[config.mk]
export PLATFORM = sky130hd
export DESIGN_NAME = spfc_top
export DESIGN_NICKNAME = d
export VERILOG_FILES = /design/src/inc/spfc_pkg.sv /design/src/design/spfc_arm_window.sv /design/src/design/spfc_page_buffer.sv /design/src/design/spfc_top.sv
export VERILOG_INCLUDE_DIRS = /design/src /design/src/inc
export SDC_FILE = /design/constraint.sdc
export NUM_CORES = 1
export LEC_CHECK = 0
export ABC_AREA = 0
export BUFFER_PORTS_ARGS = -buffer_cell sky130_fd_sc_hd__buf_2
export CAP_MARGIN = 20
export CORE_UTILIZATION = 45
export CTS_CLUSTER_DIAMETER = 150
export DETAILED_ROUTE_END_ITERATION = 7
export PLACE_DENSITY = 0.74
export SYNTH_ARGS = -nofsm -noshare
export SYNTH_HDL_FRONTEND = slang
export SYNTH_SLANG_ARGS = --single-unit
[constraint.sdc]
create_clock -name clk -period 4.05 [get_ports clk]
set_clock_uncertainty 0.1 [all_clocks]
set_input_delay 0.405 -clock clk [delete_from_list [all_inputs] [get_ports clk]]
set_output_delay 0.405 -clock clk [all_outputs]
set_load 0.02 [all_outputs]
[src/inc/spfc_map.svh]
// offsets, field positions, reset values and cycle counts of the self-program flash control
// What this block does
// [RQ1] enable opens four-cycle store window, self-clears
// [RQ2] plain store fills buffer word, pointer lsb ignored
// [RQ3] enable held through erase/write, clears when done
// [RQ4] erase command erases page from pointer
// [RQ5] write command moves buffer into page
// [RQ6] erase/write selects clear on done or timeout
// [RQ7] processor stalled during halting-section erase/write
// [RQ8] readable-section operation sets busy, blocks reads
// [RQ9] busy cleared by re-enable or buffer load
// [RQ10] re-enable only after enable clears, never busy
// [RQ11] re-enable during buffer load aborts and discards
// [RQ12] lock command programs lock bits from low data
// [RQ13] load within three cycles returns lock/fuse byte
// [RQ14] signature select: load reads row, store ignored
// [RQ15] ready interrupt requested while enable is clear
// [RQ16] only listed command patterns arm the sequencer
// [RQ17] register resets zero, data 0x57, io 0x37
// [RQ18] six lock bits default one, chip erase restores
// [RQ19] pattern 11 free, 10 locks programming and fuses
// [RQ20] pattern 00 also locks verify and boot bits
// [RQ21] software keeps pointer bit 0 zero for stores
// [RQ22] boot field 10 blocks stores to application
// [RQ23] windows count from the register write cycle
// [RQ24] erase/write finish only on flash done input
`ifndef SPFC_MAP_SVH
`define SPFC_MAP_SVH
`define SPFC_CSR_DATA_OFF  8'h57
`define SPFC_IO_DELTA      8'h20
`define SPFC_CSR_RESET     8'h00
`define SPFC_BIT_ENABLE    0
`define SPFC_BIT_IRQ_EN    7
`define SPFC_BIT_REENABLE  4
`define SPFC_PAT_STORE     6'h01
`define SPFC_PAT_ERASE     6'h03
`define SPFC_PAT_WRITE     6'h05
`define SPFC_PAT_LOCK      6'h09
`define SPFC_PAT_REENABLE  6'h11
`define SPFC_PAT_SIGNATURE 6'h21
`define SPFC_LOCK_RESET    8'hff
`define SPFC_STORE_WINDOW  3'd4
`define SPFC_LOAD_WINDOW   3'd3
`define SPFC_PAGE_WORDS    64
`define SPFC_HALTING_WRITE_SECTION_START    13'h1c00
`define SPFC_BOOT_START    13'h1c00
`define SPFC_ERASED_WORD   16'hffff
`endif

[src/inc/spfc_pkg.sv]
// types shared by the self-program flash control
package spfc_pkg;
   typedef enum logic [1:0] {
      ST_IDLE  = 2'b00,
      ST_ARMED = 2'b01,
      ST_BUSY  = 2'b10
   } spfc_state_type;

   typedef struct packed {
      logic       wr;        // register write strobe
      logic       rd;        // register read strobe
      logic       io_space;  // address given in i/o space
      logic [7:0] addr;
      logic [7:0] wdata;
   } spfc_bus_type;

   typedef struct packed {
      logic        store;    // store_program_instr executes
      logic        load;     // load_program_instr executes
      logic [15:0] pointer;  // address_pointer
      logic [7:0]  low_data;
      logic [7:0]  high_data;
   } spfc_instr_type;

   typedef struct packed {
      logic       start;     // one-cycle start pulse
      logic       erase;
      logic       write;
      logic [6:0] page;
   } spfc_flash_cmd_type;

   typedef struct packed {
      logic ext_prog_lock;
      logic ext_verify_lock;
      logic fuse_lock;
      logic bootlock_lock;
      logic app_store_block;
      logic boot_store_block;
   } spfc_prot_type;
endpackage : spfc_pkg

[src/design/spfc_arm_window.sv]
// arming window counter for store and load instructions
`timescale 1ns/1ps
`include "spfc_map.svh"
module spfc_arm_window (
   input  wire logic clk,        // cpu clock
   input  wire logic rst_b,      // synchronised reset, active low
   input  wire logic load,       // register write arms the window
   input  wire logic clear,      // window consumed
   output logic      store_open, // store may be taken
   output logic      load_open,  // load may be taken
   output logic      expire      // last cycle of window
);
   logic [2:0] count;
   logic [2:0] next_count;

   always_comb begin
      next_count = count;
      if (load) begin
         next_count = `SPFC_STORE_WINDOW; // RQ23
      end else if (clear || count == 3'd0) begin
         next_count = 3'd0;
      end else begin
         next_count = count - 3'd1;
      end
   end

   always_ff @(posedge clk or negedge rst_b) begin
      if (!rst_b) begin
         count <= 3'd0;
      end else begin
         count <= next_count;
      end
   end

   assign store_open = (count != 3'd0);
   // load window is the first three of the four store cycles
   assign load_open  = (count > (`SPFC_STORE_WINDOW - `SPFC_LOAD_WINDOW)); // RQ13
   assign expire     = (count == 3'd1);
endmodule : spfc_arm_window

[src/design/spfc_page_buffer.sv]
// temporary page buffer, one word per entry
`timescale 1ns/1ps
`include "spfc_map.svh"
module spfc_page_buffer (
   input  wire logic        clk,     // cpu clock
   input  wire logic        rst_b,   // synchronised reset, active low
   input  wire logic        wr,      // store one word
   input  wire logic [5:0]  wr_idx,  // word within page
   input  wire logic [15:0] wr_data, // high:low data pair
   input  wire logic        clear,   // discard all words
   input  wire logic [5:0]  rd_idx,  // flash array read index
   output logic      [15:0] rd_data  // registered read word
);
   logic [15:0] mem [`SPFC_PAGE_WORDS];
   logic [`SPFC_PAGE_WORDS-1:0] valid;
   logic [`SPFC_PAGE_WORDS-1:0] next_valid;
   logic [15:0] next_rd_data;

   // valid bits make a clear one cycle instead of wiping the array
   always_comb begin
      next_valid = valid;
      // a store in the same cycle as a discard survives it
      if (clear) begin
         next_valid = '0;
      end
      if (wr) begin
         next_valid[wr_idx] = 1'b1;
      end
      next_rd_data = valid[rd_idx] ? mem[rd_idx] : `SPFC_ERASED_WORD;
   end

   always_ff @(posedge clk or negedge rst_b) begin
      if (!rst_b) begin
         valid   <= '0;
         rd_data <= `SPFC_ERASED_WORD;
      end else begin
         valid   <= next_valid;
         rd_data <= next_rd_data;
      end
   end

   always_ff @(posedge clk) begin
      if (wr) begin
         mem[wr_idx] <= wr_data;
      end
   end
endmodule : spfc_page_buffer

[src/design/spfc_top.sv]
// self-program flash control: control register, command sequencer, lock byte
`timescale 1ns/1ps
`include "spfc_map.svh"
module spfc_top (
   input  wire logic                        clk,            // cpu clock, 125 MHz
   input  wire logic                        rst_b,          // async reset, active low
   input  wire spfc_pkg::spfc_bus_type      bus,            // register access
   output logic      [7:0]                  rdata,          // register read data
   input  wire spfc_pkg::spfc_instr_type    instr,          // store/load instruction
   input  wire logic                        global_irq_en,  // status global enable
   input  wire logic                        flash_done,     // flash operation finished
   input  wire logic [5:0]                  flash_rd_idx,   // buffer word wanted
   input  wire logic [7:0]                  fuse_data,      // fuse byte
   input  wire logic [7:0]                  sig_data,       // signature row byte
   input  wire logic                        chip_erase,     // chip erase pulse
   output logic                             load_valid,     // load result valid
   output logic      [7:0]                  load_data,      // lock/fuse/signature
   output spfc_pkg::spfc_flash_cmd_type     flash_cmd,      // erase/write start
   output logic      [15:0]                 flash_wdata,    // buffer word
   output logic                             cpu_stall,      // halt processor
   output logic                             rww_read_block, // readable section blocked
   output logic                             irq_req,        // ready interrupt
   output logic      [7:0]                  lock_state,     // lock bit byte
   output spfc_pkg::spfc_prot_type          prot            // decoded protection
);
   logic rst_meta_b;
   logic rst_sync_b;

   always_ff @(posedge clk or negedge rst_b) begin
      if (!rst_b) begin
         rst_meta_b <= 1'b0;
         rst_sync_b <= 1'b0;
      end else begin
         rst_meta_b <= 1'b1;
         rst_sync_b <= rst_meta_b;
      end
   end

   spfc_pkg::spfc_state_type state, next_state;
   logic       enable, next_enable;
   logic       irq_en, next_irq_en;
   logic       busy, next_busy;
   logic [5:1] cmd, next_cmd;
   logic       loading, next_loading;
   logic [7:0] next_rdata, next_load_data, next_lock;
   logic       next_load_valid, next_stall, next_irq;
   spfc_pkg::spfc_flash_cmd_type next_flash_cmd;
   spfc_pkg::spfc_prot_type      next_prot;

   logic        win_load, win_clear, store_open, load_open, expire;
   logic        buf_wr, buf_clear;
   logic        csr_hit, pattern_ok;
   logic [12:0] word_addr;
   logic        in_rww, store_blocked;
   logic [5:0]  pattern;
   logic [7:0]  csr;

   assign csr       = {irq_en, busy, cmd, enable};
   assign pattern   = bus.wdata[5:0];
   // i/o instructions see the register 0x20 below its data address
   assign csr_hit   = bus.addr == (bus.io_space ? (`SPFC_CSR_DATA_OFF - `SPFC_IO_DELTA)
                                                : `SPFC_CSR_DATA_OFF); // RQ17
   assign pattern_ok = pattern == `SPFC_PAT_STORE || pattern == `SPFC_PAT_ERASE
                    || pattern == `SPFC_PAT_WRITE || pattern == `SPFC_PAT_LOCK
                    || pattern == `SPFC_PAT_REENABLE
                    || pattern == `SPFC_PAT_SIGNATURE; // RQ16
   assign word_addr = instr.pointer[13:1]; // RQ2
   assign in_rww    = word_addr < `SPFC_HALTING_WRITE_SECTION_START;
   assign store_blocked = (word_addr < `SPFC_BOOT_START) ? prot.app_store_block
                                                         : prot.boot_store_block; // RQ22

   spfc_arm_window u_window (
      .clk        (clk),
      .rst_b      (rst_sync_b),
      .load       (win_load),
      .clear      (win_clear),
      .store_open (store_open),
      .load_open  (load_open),
      .expire     (expire)
   );

   spfc_page_buffer u_buffer (
      .clk     (clk),
      .rst_b   (rst_sync_b),
      .wr      (buf_wr),
      .wr_idx  (instr.pointer[6:1]),
      .wr_data ({instr.high_data, instr.low_data}),
      .clear   (buf_clear),
      .rd_idx  (flash_rd_idx),
      .rd_data (flash_wdata)
   );

   always_comb begin
      next_state      = state;
      next_enable     = enable;
      next_irq_en     = irq_en;
      next_busy       = busy;
      next_cmd        = cmd;
      next_loading    = loading;
      next_lock       = lock_state;
      next_stall      = cpu_stall;
      next_load_valid = 1'b0;
      next_load_data  = load_data;
      next_flash_cmd  = '0;
      win_load        = 1'b0;
      win_clear       = 1'b0;
      buf_wr          = 1'b0;
      buf_clear       = 1'b0;
      next_rdata      = (bus.rd && csr_hit) ? csr : 8'h00;

      if (bus.wr && csr_hit) begin
         next_irq_en = bus.wdata[`SPFC_BIT_IRQ_EN];
         // abort the page load even when the command itself is refused
         if (bus.wdata[`SPFC_BIT_REENABLE] && loading) begin
            next_loading = 1'b0; // RQ11
            buf_clear    = 1'b1; // RQ11
         end
         // a busy or armed sequencer ignores new commands
         if (state == spfc_pkg::ST_IDLE && pattern_ok) begin // RQ10 RQ16
            next_enable = 1'b1;
            next_cmd    = pattern[5:1];
            next_state  = spfc_pkg::ST_ARMED;
            win_load    = 1'b1; // RQ23
         end
      end

      unique case (state)
         spfc_pkg::ST_IDLE: begin
         end
         spfc_pkg::ST_ARMED: begin
            if (instr.store && store_open) begin
               win_clear   = 1'b1;
               next_enable = 1'b0; // RQ1
               next_cmd    = '0;
               next_state  = spfc_pkg::ST_IDLE;
               unique case ({cmd, 1'b1})
                  `SPFC_PAT_STORE: begin
                     buf_wr       = 1'b1; // RQ2
                     next_loading = 1'b1;
                     next_busy    = 1'b0; // RQ9
                  end
                  `SPFC_PAT_ERASE, `SPFC_PAT_WRITE: begin
                     if (!store_blocked) begin
                        next_flash_cmd.start = 1'b1; // RQ4 RQ5
                        next_flash_cmd.erase = cmd[1];
                        next_flash_cmd.write = cmd[2];
                        next_flash_cmd.page  = instr.pointer[13:7];
                        next_enable = 1'b1; // RQ3
                        next_cmd    = cmd;
                        next_state  = spfc_pkg::ST_BUSY;
                        next_busy   = busy | in_rww; // RQ8
                        next_stall  = !in_rww; // RQ7
                     end
                  end
                  `SPFC_PAT_LOCK: begin
                     // lock bits only program toward zero
                     next_lock = lock_state & {2'b11, instr.low_data[5:0]}; // RQ12
                  end
                  `SPFC_PAT_REENABLE: begin
                     next_busy = 1'b0; // RQ9 RQ10
                  end
                  default: begin
                     // signature select: store does nothing
                  end
               endcase
            end else if (instr.load && load_open && (cmd[3] || cmd[5])) begin
               next_load_valid = 1'b1; // RQ13 RQ14
               next_load_data  = cmd[5] ? sig_data
                                        : (instr.pointer[0] ? fuse_data : lock_state);
            end else if (expire) begin
               next_enable = 1'b0; // RQ1 RQ6
               next_cmd    = '0;
               next_state  = spfc_pkg::ST_IDLE;
            end
         end
         spfc_pkg::ST_BUSY: begin
            if (flash_done) begin // RQ24
               next_enable = 1'b0; // RQ3
               next_cmd    = '0; // RQ6
               next_stall  = 1'b0;
               next_state  = spfc_pkg::ST_IDLE;
               if (cmd[2]) begin
                  next_loading = 1'b0;
                  buf_clear    = 1'b1;
               end
            end
         end
         default: begin
            next_state  = spfc_pkg::ST_IDLE;
            next_enable = 1'b0;
            next_cmd    = '0;
            next_stall  = 1'b0;
         end
      endcase

      if (chip_erase) begin
         next_lock = `SPFC_LOCK_RESET; // RQ18
      end
      next_irq = next_irq_en && global_irq_en && !next_enable; // RQ15
      next_prot.ext_prog_lock    = !(next_lock[1] && next_lock[0]); // RQ19
      next_prot.fuse_lock        = !(next_lock[1] && next_lock[0]); // RQ19
      next_prot.ext_verify_lock  = !next_lock[1] && !next_lock[0]; // RQ20
      next_prot.bootlock_lock    = !next_lock[1] && !next_lock[0]; // RQ20
      next_prot.app_store_block  = !next_lock[2]; // RQ22
      next_prot.boot_store_block = !next_lock[4];
   end

   always_ff @(posedge clk or negedge rst_sync_b) begin
      if (!rst_sync_b) begin
         state          <= spfc_pkg::ST_IDLE;
         {irq_en, busy, cmd, enable} <= `SPFC_CSR_RESET; // RQ17
         loading        <= 1'b0;
         lock_state     <= `SPFC_LOCK_RESET; // RQ18
         cpu_stall      <= 1'b0;
         rww_read_block <= 1'b0;
         irq_req        <= 1'b0;
         rdata          <= 8'h00;
         load_valid     <= 1'b0;
         load_data      <= 8'h00;
         flash_cmd      <= '0;
         prot           <= '0;
      end else begin
         state          <= next_state;
         enable         <= next_enable;
         irq_en         <= next_irq_en;
         busy           <= next_busy;
         cmd            <= next_cmd;
         loading        <= next_loading;
         lock_state     <= next_lock;
         cpu_stall      <= next_stall;
         rww_read_block <= next_busy; // RQ8
         irq_req        <= next_irq;
         rdata          <= next_rdata;
         load_valid     <= next_load_valid;
         load_data      <= next_load_data;
         flash_cmd      <= next_flash_cmd;
         prot           <= next_prot;
      end
   end
endmodule : spfc_top

==> metrics.json <==
{
  "first_pass_grt_wire_length_mm": 151.8,
  "slew_viol_final": 0,
  "max_cap_violations": 0,
  "post-route-drc-count": 0,
  "place_congestion": 0.8410,
  "sequential_cell_area_mm2": 0.03419,
  "seq_area_frac_synth_pct": 76.68,
  "cts_num_sinks": 1160,
  "root_buffer": "sky130_fd_sc_hd__clkbuf_16",
  "cts_tree": "done",
  "drt-vias-per-instance": 5.976,
  "count_of_mapped_cells_out_of_synthesis": 2200,
  "non_filler_instances": 3853,
  "worst_pin_slew_ns": 1.064,
  "outcome": "finished, final reports clean",
  "core_region_area_mm2": 0.09828,
  "synth.yosys.warnings": 0,
  "synth_area_mm2": 0.04458,
  "synth.lib_cells_used.distinct": 57,
  "timing.fmax_ghz": 0.2951,
  "count_of_final_hold_check_violations": 0,
  "route.final.wire_length_mm": 103.3,
  "insertion_delay_ns": 0.68,
  "fillerInstances": 7369,
  "clock_pin_slew_of_the_registers_on_the_worst_case_setup_and_hold_paths_ns": 0.06,
  "design.portCount": 140,
  "ys_dominant_reg_cell": "sky130_fd_sc_hd__edfxtp_1",
  "clk_path_buf_depth": 3,
  "area.growth.synth_to_final_pct": 14.79,
  "overflow": 0,
  "clock_tree.htree_level_count": 3,
  "number_of_antenna_violations_at_the_first_check_in_global_routing": 12,
  "grtUsageMet3_pct": 4.428,
  "crit_path_max_fanout": 16,
  "setup_tns_ns": 0,
  "post-route-cell-area_mm2": 0.05117,
  "yosys_register_bits": 1160,
  "worstSetupStartpointType": "flop",
  "placed_cell_areas_mm2": 0.04738,
  "dp.final_hpwl_mm": 61.86,
  "finalWorstPathRequiredPeriod_ns": 3.389,
  "placement.io_buffers": 136,
  "worst_ep_arrival_time_ns": 3.64,
  "detailedRoute.firstIterationViolations": 2436,
  "placed_cells_incl_taps": 3615,
  "setup_slack_ns": 0.6611,
  "synth-edff-count": 1024,
  "cp-end-kind": "flop",
  "gr-max-usage-layer": "met2",
  "initial_cell_density_of_the_core_pct": 45.36,
  "rsz0062_at_grt": "false",
  "worstHoldPathType": "in -> reg",
  "detail_route.first_pass.iterations": 5,
  "post_route_cells_drive_above_1_share_pct": 28.40,
  "avgRoutedWirePerCell_um": 26.82,
  "p_leak_nw": 16.93,
  "synthesis.area_per_instance_um2": 20.26,
  "antenna_left": 0,
  "finalCritPeriodShare_pct": 83.68,
  "asyncSetResetFlopFracSynth_pct": 11.72,
  "use_met2_pct": 34.27,
  "multiInputGateArea_mm2": 0.009717,
  "p_per_area_mw_per_mm2": 467.4,
  "synth_fp_nets": 2287,
  "tritoncts.num_buffers": 108,
  "max_slew_margin_pct": 28.92,
  "worst_ir_drop_vdd_uv": 340.4,
  "final-setup-viol-count": 0,
  "path_class": "reg -> reg",
  "die_w_um": 316.7,
  "grt_util_met1_pct": 27.88,
  "die-height_um": 316.7,
  "track_usage_pct": 20.79,
  "first_global_vias": 23400,
  "num-nets-final": 2557,
  "maximum_number_of_pins_on_one_net_before_global_route_repair": 135,
  "placement.setup.worst_slack_ns": 0.7457,
  "placementRows": 115,
  "timing.critical_path.required_ns": 4.30,
  "via_count": 23020,
  "dieArea_mm2": 0.1003
}
[worst max-delay path, cell delays in order, from the launching register on]
cell	delay (ns)
sky130_fd_sc_hd__dfrtp_1	0.41
sky130_fd_sc_hd__inv_1	0.09
sky130_fd_sc_hd__ha_1	0.18
sky130_fd_sc_hd__nor4bb_1	0.38
sky130_fd_sc_hd__nand3_1	0.23
sky130_fd_sc_hd__nor3_1	0.47
sky130_fd_sc_hd__nand3_1	0.61
sky130_fd_sc_hd__nor2_1	0.29
sky130_fd_sc_hd__buf_4	0.31
[where the power goes]
group,internal (mW),switching [mW],total [mW]
Combinational,0.407,0.702,1.11
Clock,5.52,4.25,9.77
Sequential,13.0,0.00346,13.0
Total,19.0,4.96,23.9
[state kept, by name, indices dropped and copies added (netlist names)]
register,flops
irq_en,1
lock_state,7
cpu_stall,1
rst_sync_b,1
u_buffer.rd_data,16
busy,1
cmd,5
u_buffer.valid,64
rdata,8
state,2
rst_meta_b,1
prot,4
u_window.count,3
enable,1
load_data,8
load_valid,1
u_buffer.mem,1024
flash_cmd,10
loading,1
irq_req,1
[per-layer routing]
layer  wire length (um)  up-vias
met4               2808       10
met2              51600     1153
met3               9271      174
met1              39590    12100
met5                 56        -
li1                   -     9584
[placed cells by master, fill, tap and decap left out, types with 4 or more instances in the layout]
master / count
sky130_fd_sc_hd__o21ai_0: 83
sky130_fd_sc_hd__nor4_1: 16
sky130_fd_sc_hd__clkinv_2: 24
sky130_fd_sc_hd__bufinv_16: 8
sky130_fd_sc_hd__mux2i_1: 11
sky130_fd_sc_hd__nand2b_1: 10
sky130_fd_sc_hd__a22oi_1: 131
sky130_fd_sc_hd__nor2b_1: 8
sky130_fd_sc_hd__inv_1: 11
sky130_fd_sc_hd__buf_12: 18
sky130_fd_sc_hd__clkinv_1: 19
sky130_fd_sc_hd__dlygate4sd3_1: 29
sky130_fd_sc_hd__clkbuf_1: 28
sky130_fd_sc_hd__nand3b_1: 5
sky130_fd_sc_hd__dfstp_2: 23
sky130_fd_sc_hd__buf_4: 110
sky130_fd_sc_hd__dfrtp_1: 112
sky130_fd_sc_hd__mux2_2: 5
sky130_fd_sc_hd__mux4_2: 269
sky130_fd_sc_hd__edfxtp_1: 1024
sky130_fd_sc_hd__ha_1: 7
sky130_fd_sc_hd__nand3_1: 6
sky130_fd_sc_hd__and3_1: 9
sky130_fd_sc_hd__clkbuf_16: 109
sky130_fd_sc_hd__nor3_1: 8
sky130_fd_sc_hd__and2_1: 9
sky130_fd_sc_hd__buf_2: 134
sky130_fd_sc_hd__a22o_1: 4
sky130_fd_sc_hd__nor2_1: 83
sky130_fd_sc_hd__diode_2: 6
sky130_fd_sc_hd__nand2_1: 94
sky130_fd_sc_hd__a21oi_1: 78
sky130_fd_sc_hd__o21ai_1: 17
[stage by stage]
step | utilization, % | power (mW) | hold WS [ns]
after CTS | 51.99 | 24.05 | 0.01176
after floorplan | - | 13.87 | 0.009409
after global placement | 48.21 | 14.33 | 0.09134
after global routing | 52.07 | 24.56 | 0.04592
final | 52.07 | 23.92 | 0.06496
after detailed placement | 48.21 | 14.37 | 0.09346
[what timing repair did]
item | in CTS | in global routing
resized for setup | 0 | 0
hold buffers | 29 | 0
hold endpoints to repair | 54 | 0
setup buffers | 0 | 0
[kinds of logic after synthesis]
kind of cell	Yosys count	share of synthesized area (%)
flip-flops	1160	76.68
AO/OA/AOI/OAI	334	4.707
multiplexers	285	13.96
AND/OR/NAND/NOR	267	2.779
buffers and inverters	144	1.622
adder cells (fa/ha/maj)	8	0.2189
other	1	0.008413
XOR/XNOR	1	0.01965
[synth_stat cells (all sizes together), types with 2 or more instances]
cell / instances / area, um^2
o21bai: 2 / 15.01
or3b: 3 / 26.28
nor2: 84 / 315.3
a22o: 4 / 35.03
edfxtp: 1024 / 30750
dfstp: 23 / 604.3
ha: 7 / 87.58
nand3b: 5 / 37.54
a211oi: 3 / 22.52
or2: 2 / 12.51
dfrtp: 113 / 2828
a21o: 2 / 15.01
and3: 9 / 56.30
nor3: 8 / 40.04
a31oi: 4 / 25.02
nand2: 94 / 352.8
nand4: 2 / 12.51
nand2b: 10 / 62.56
a2111oi: 2 / 36.29
nand4b: 2 / 17.52
a21oi: 78 / 390.4
mux2: 5 / 56.30
nor2b: 10 / 62.56
clkbuf: 80 / 300.3
inv: 11 / 41.29
buf: 53 / 381.6
and2: 10 / 62.56
nand3: 6 / 30.03
mux2i: 11 / 110.1
mux4: 269 / 6058
nor4: 17 / 106.4
o21ai: 100 / 500.5
a22oi: 131 / 983.4
[path summary, 6_finish.rpt]
check | start | endpoint | slack, ns | depth (start not counted)
worst min-delay path | instr[7] | u_buffer.mem[36][15] | 0.06 | 1
worst max register to register | state[1] | u_buffer.mem[54][15] | 0.66 | 8
worst max-delay path | state[1] | u_buffer.mem[54][15] | 0.66 | 8
worst min register to register | rst_meta_b | rst_sync_b | 0.25 | 0
min in group asynchronous | rst_sync_b | load_data[1] | 0.29 | 1
max in group asynchronous | rst_sync_b | u_buffer.valid[40] | 2.94 | 1
[final cells by class]
cell class / count / area share (%)
well taps: 1287 / 3.147
multi-input cells: 896 / 18.99
clock buffers: 139 / 5.590
clock inverters: 61 / 1.103
diodes: 6 / 0.02934
flip-flops and latches: 1160 / 66.81
inverters: 11 / 0.08069
repair buffers: 293 / 4.255
(Power assumes the default switching activity.)
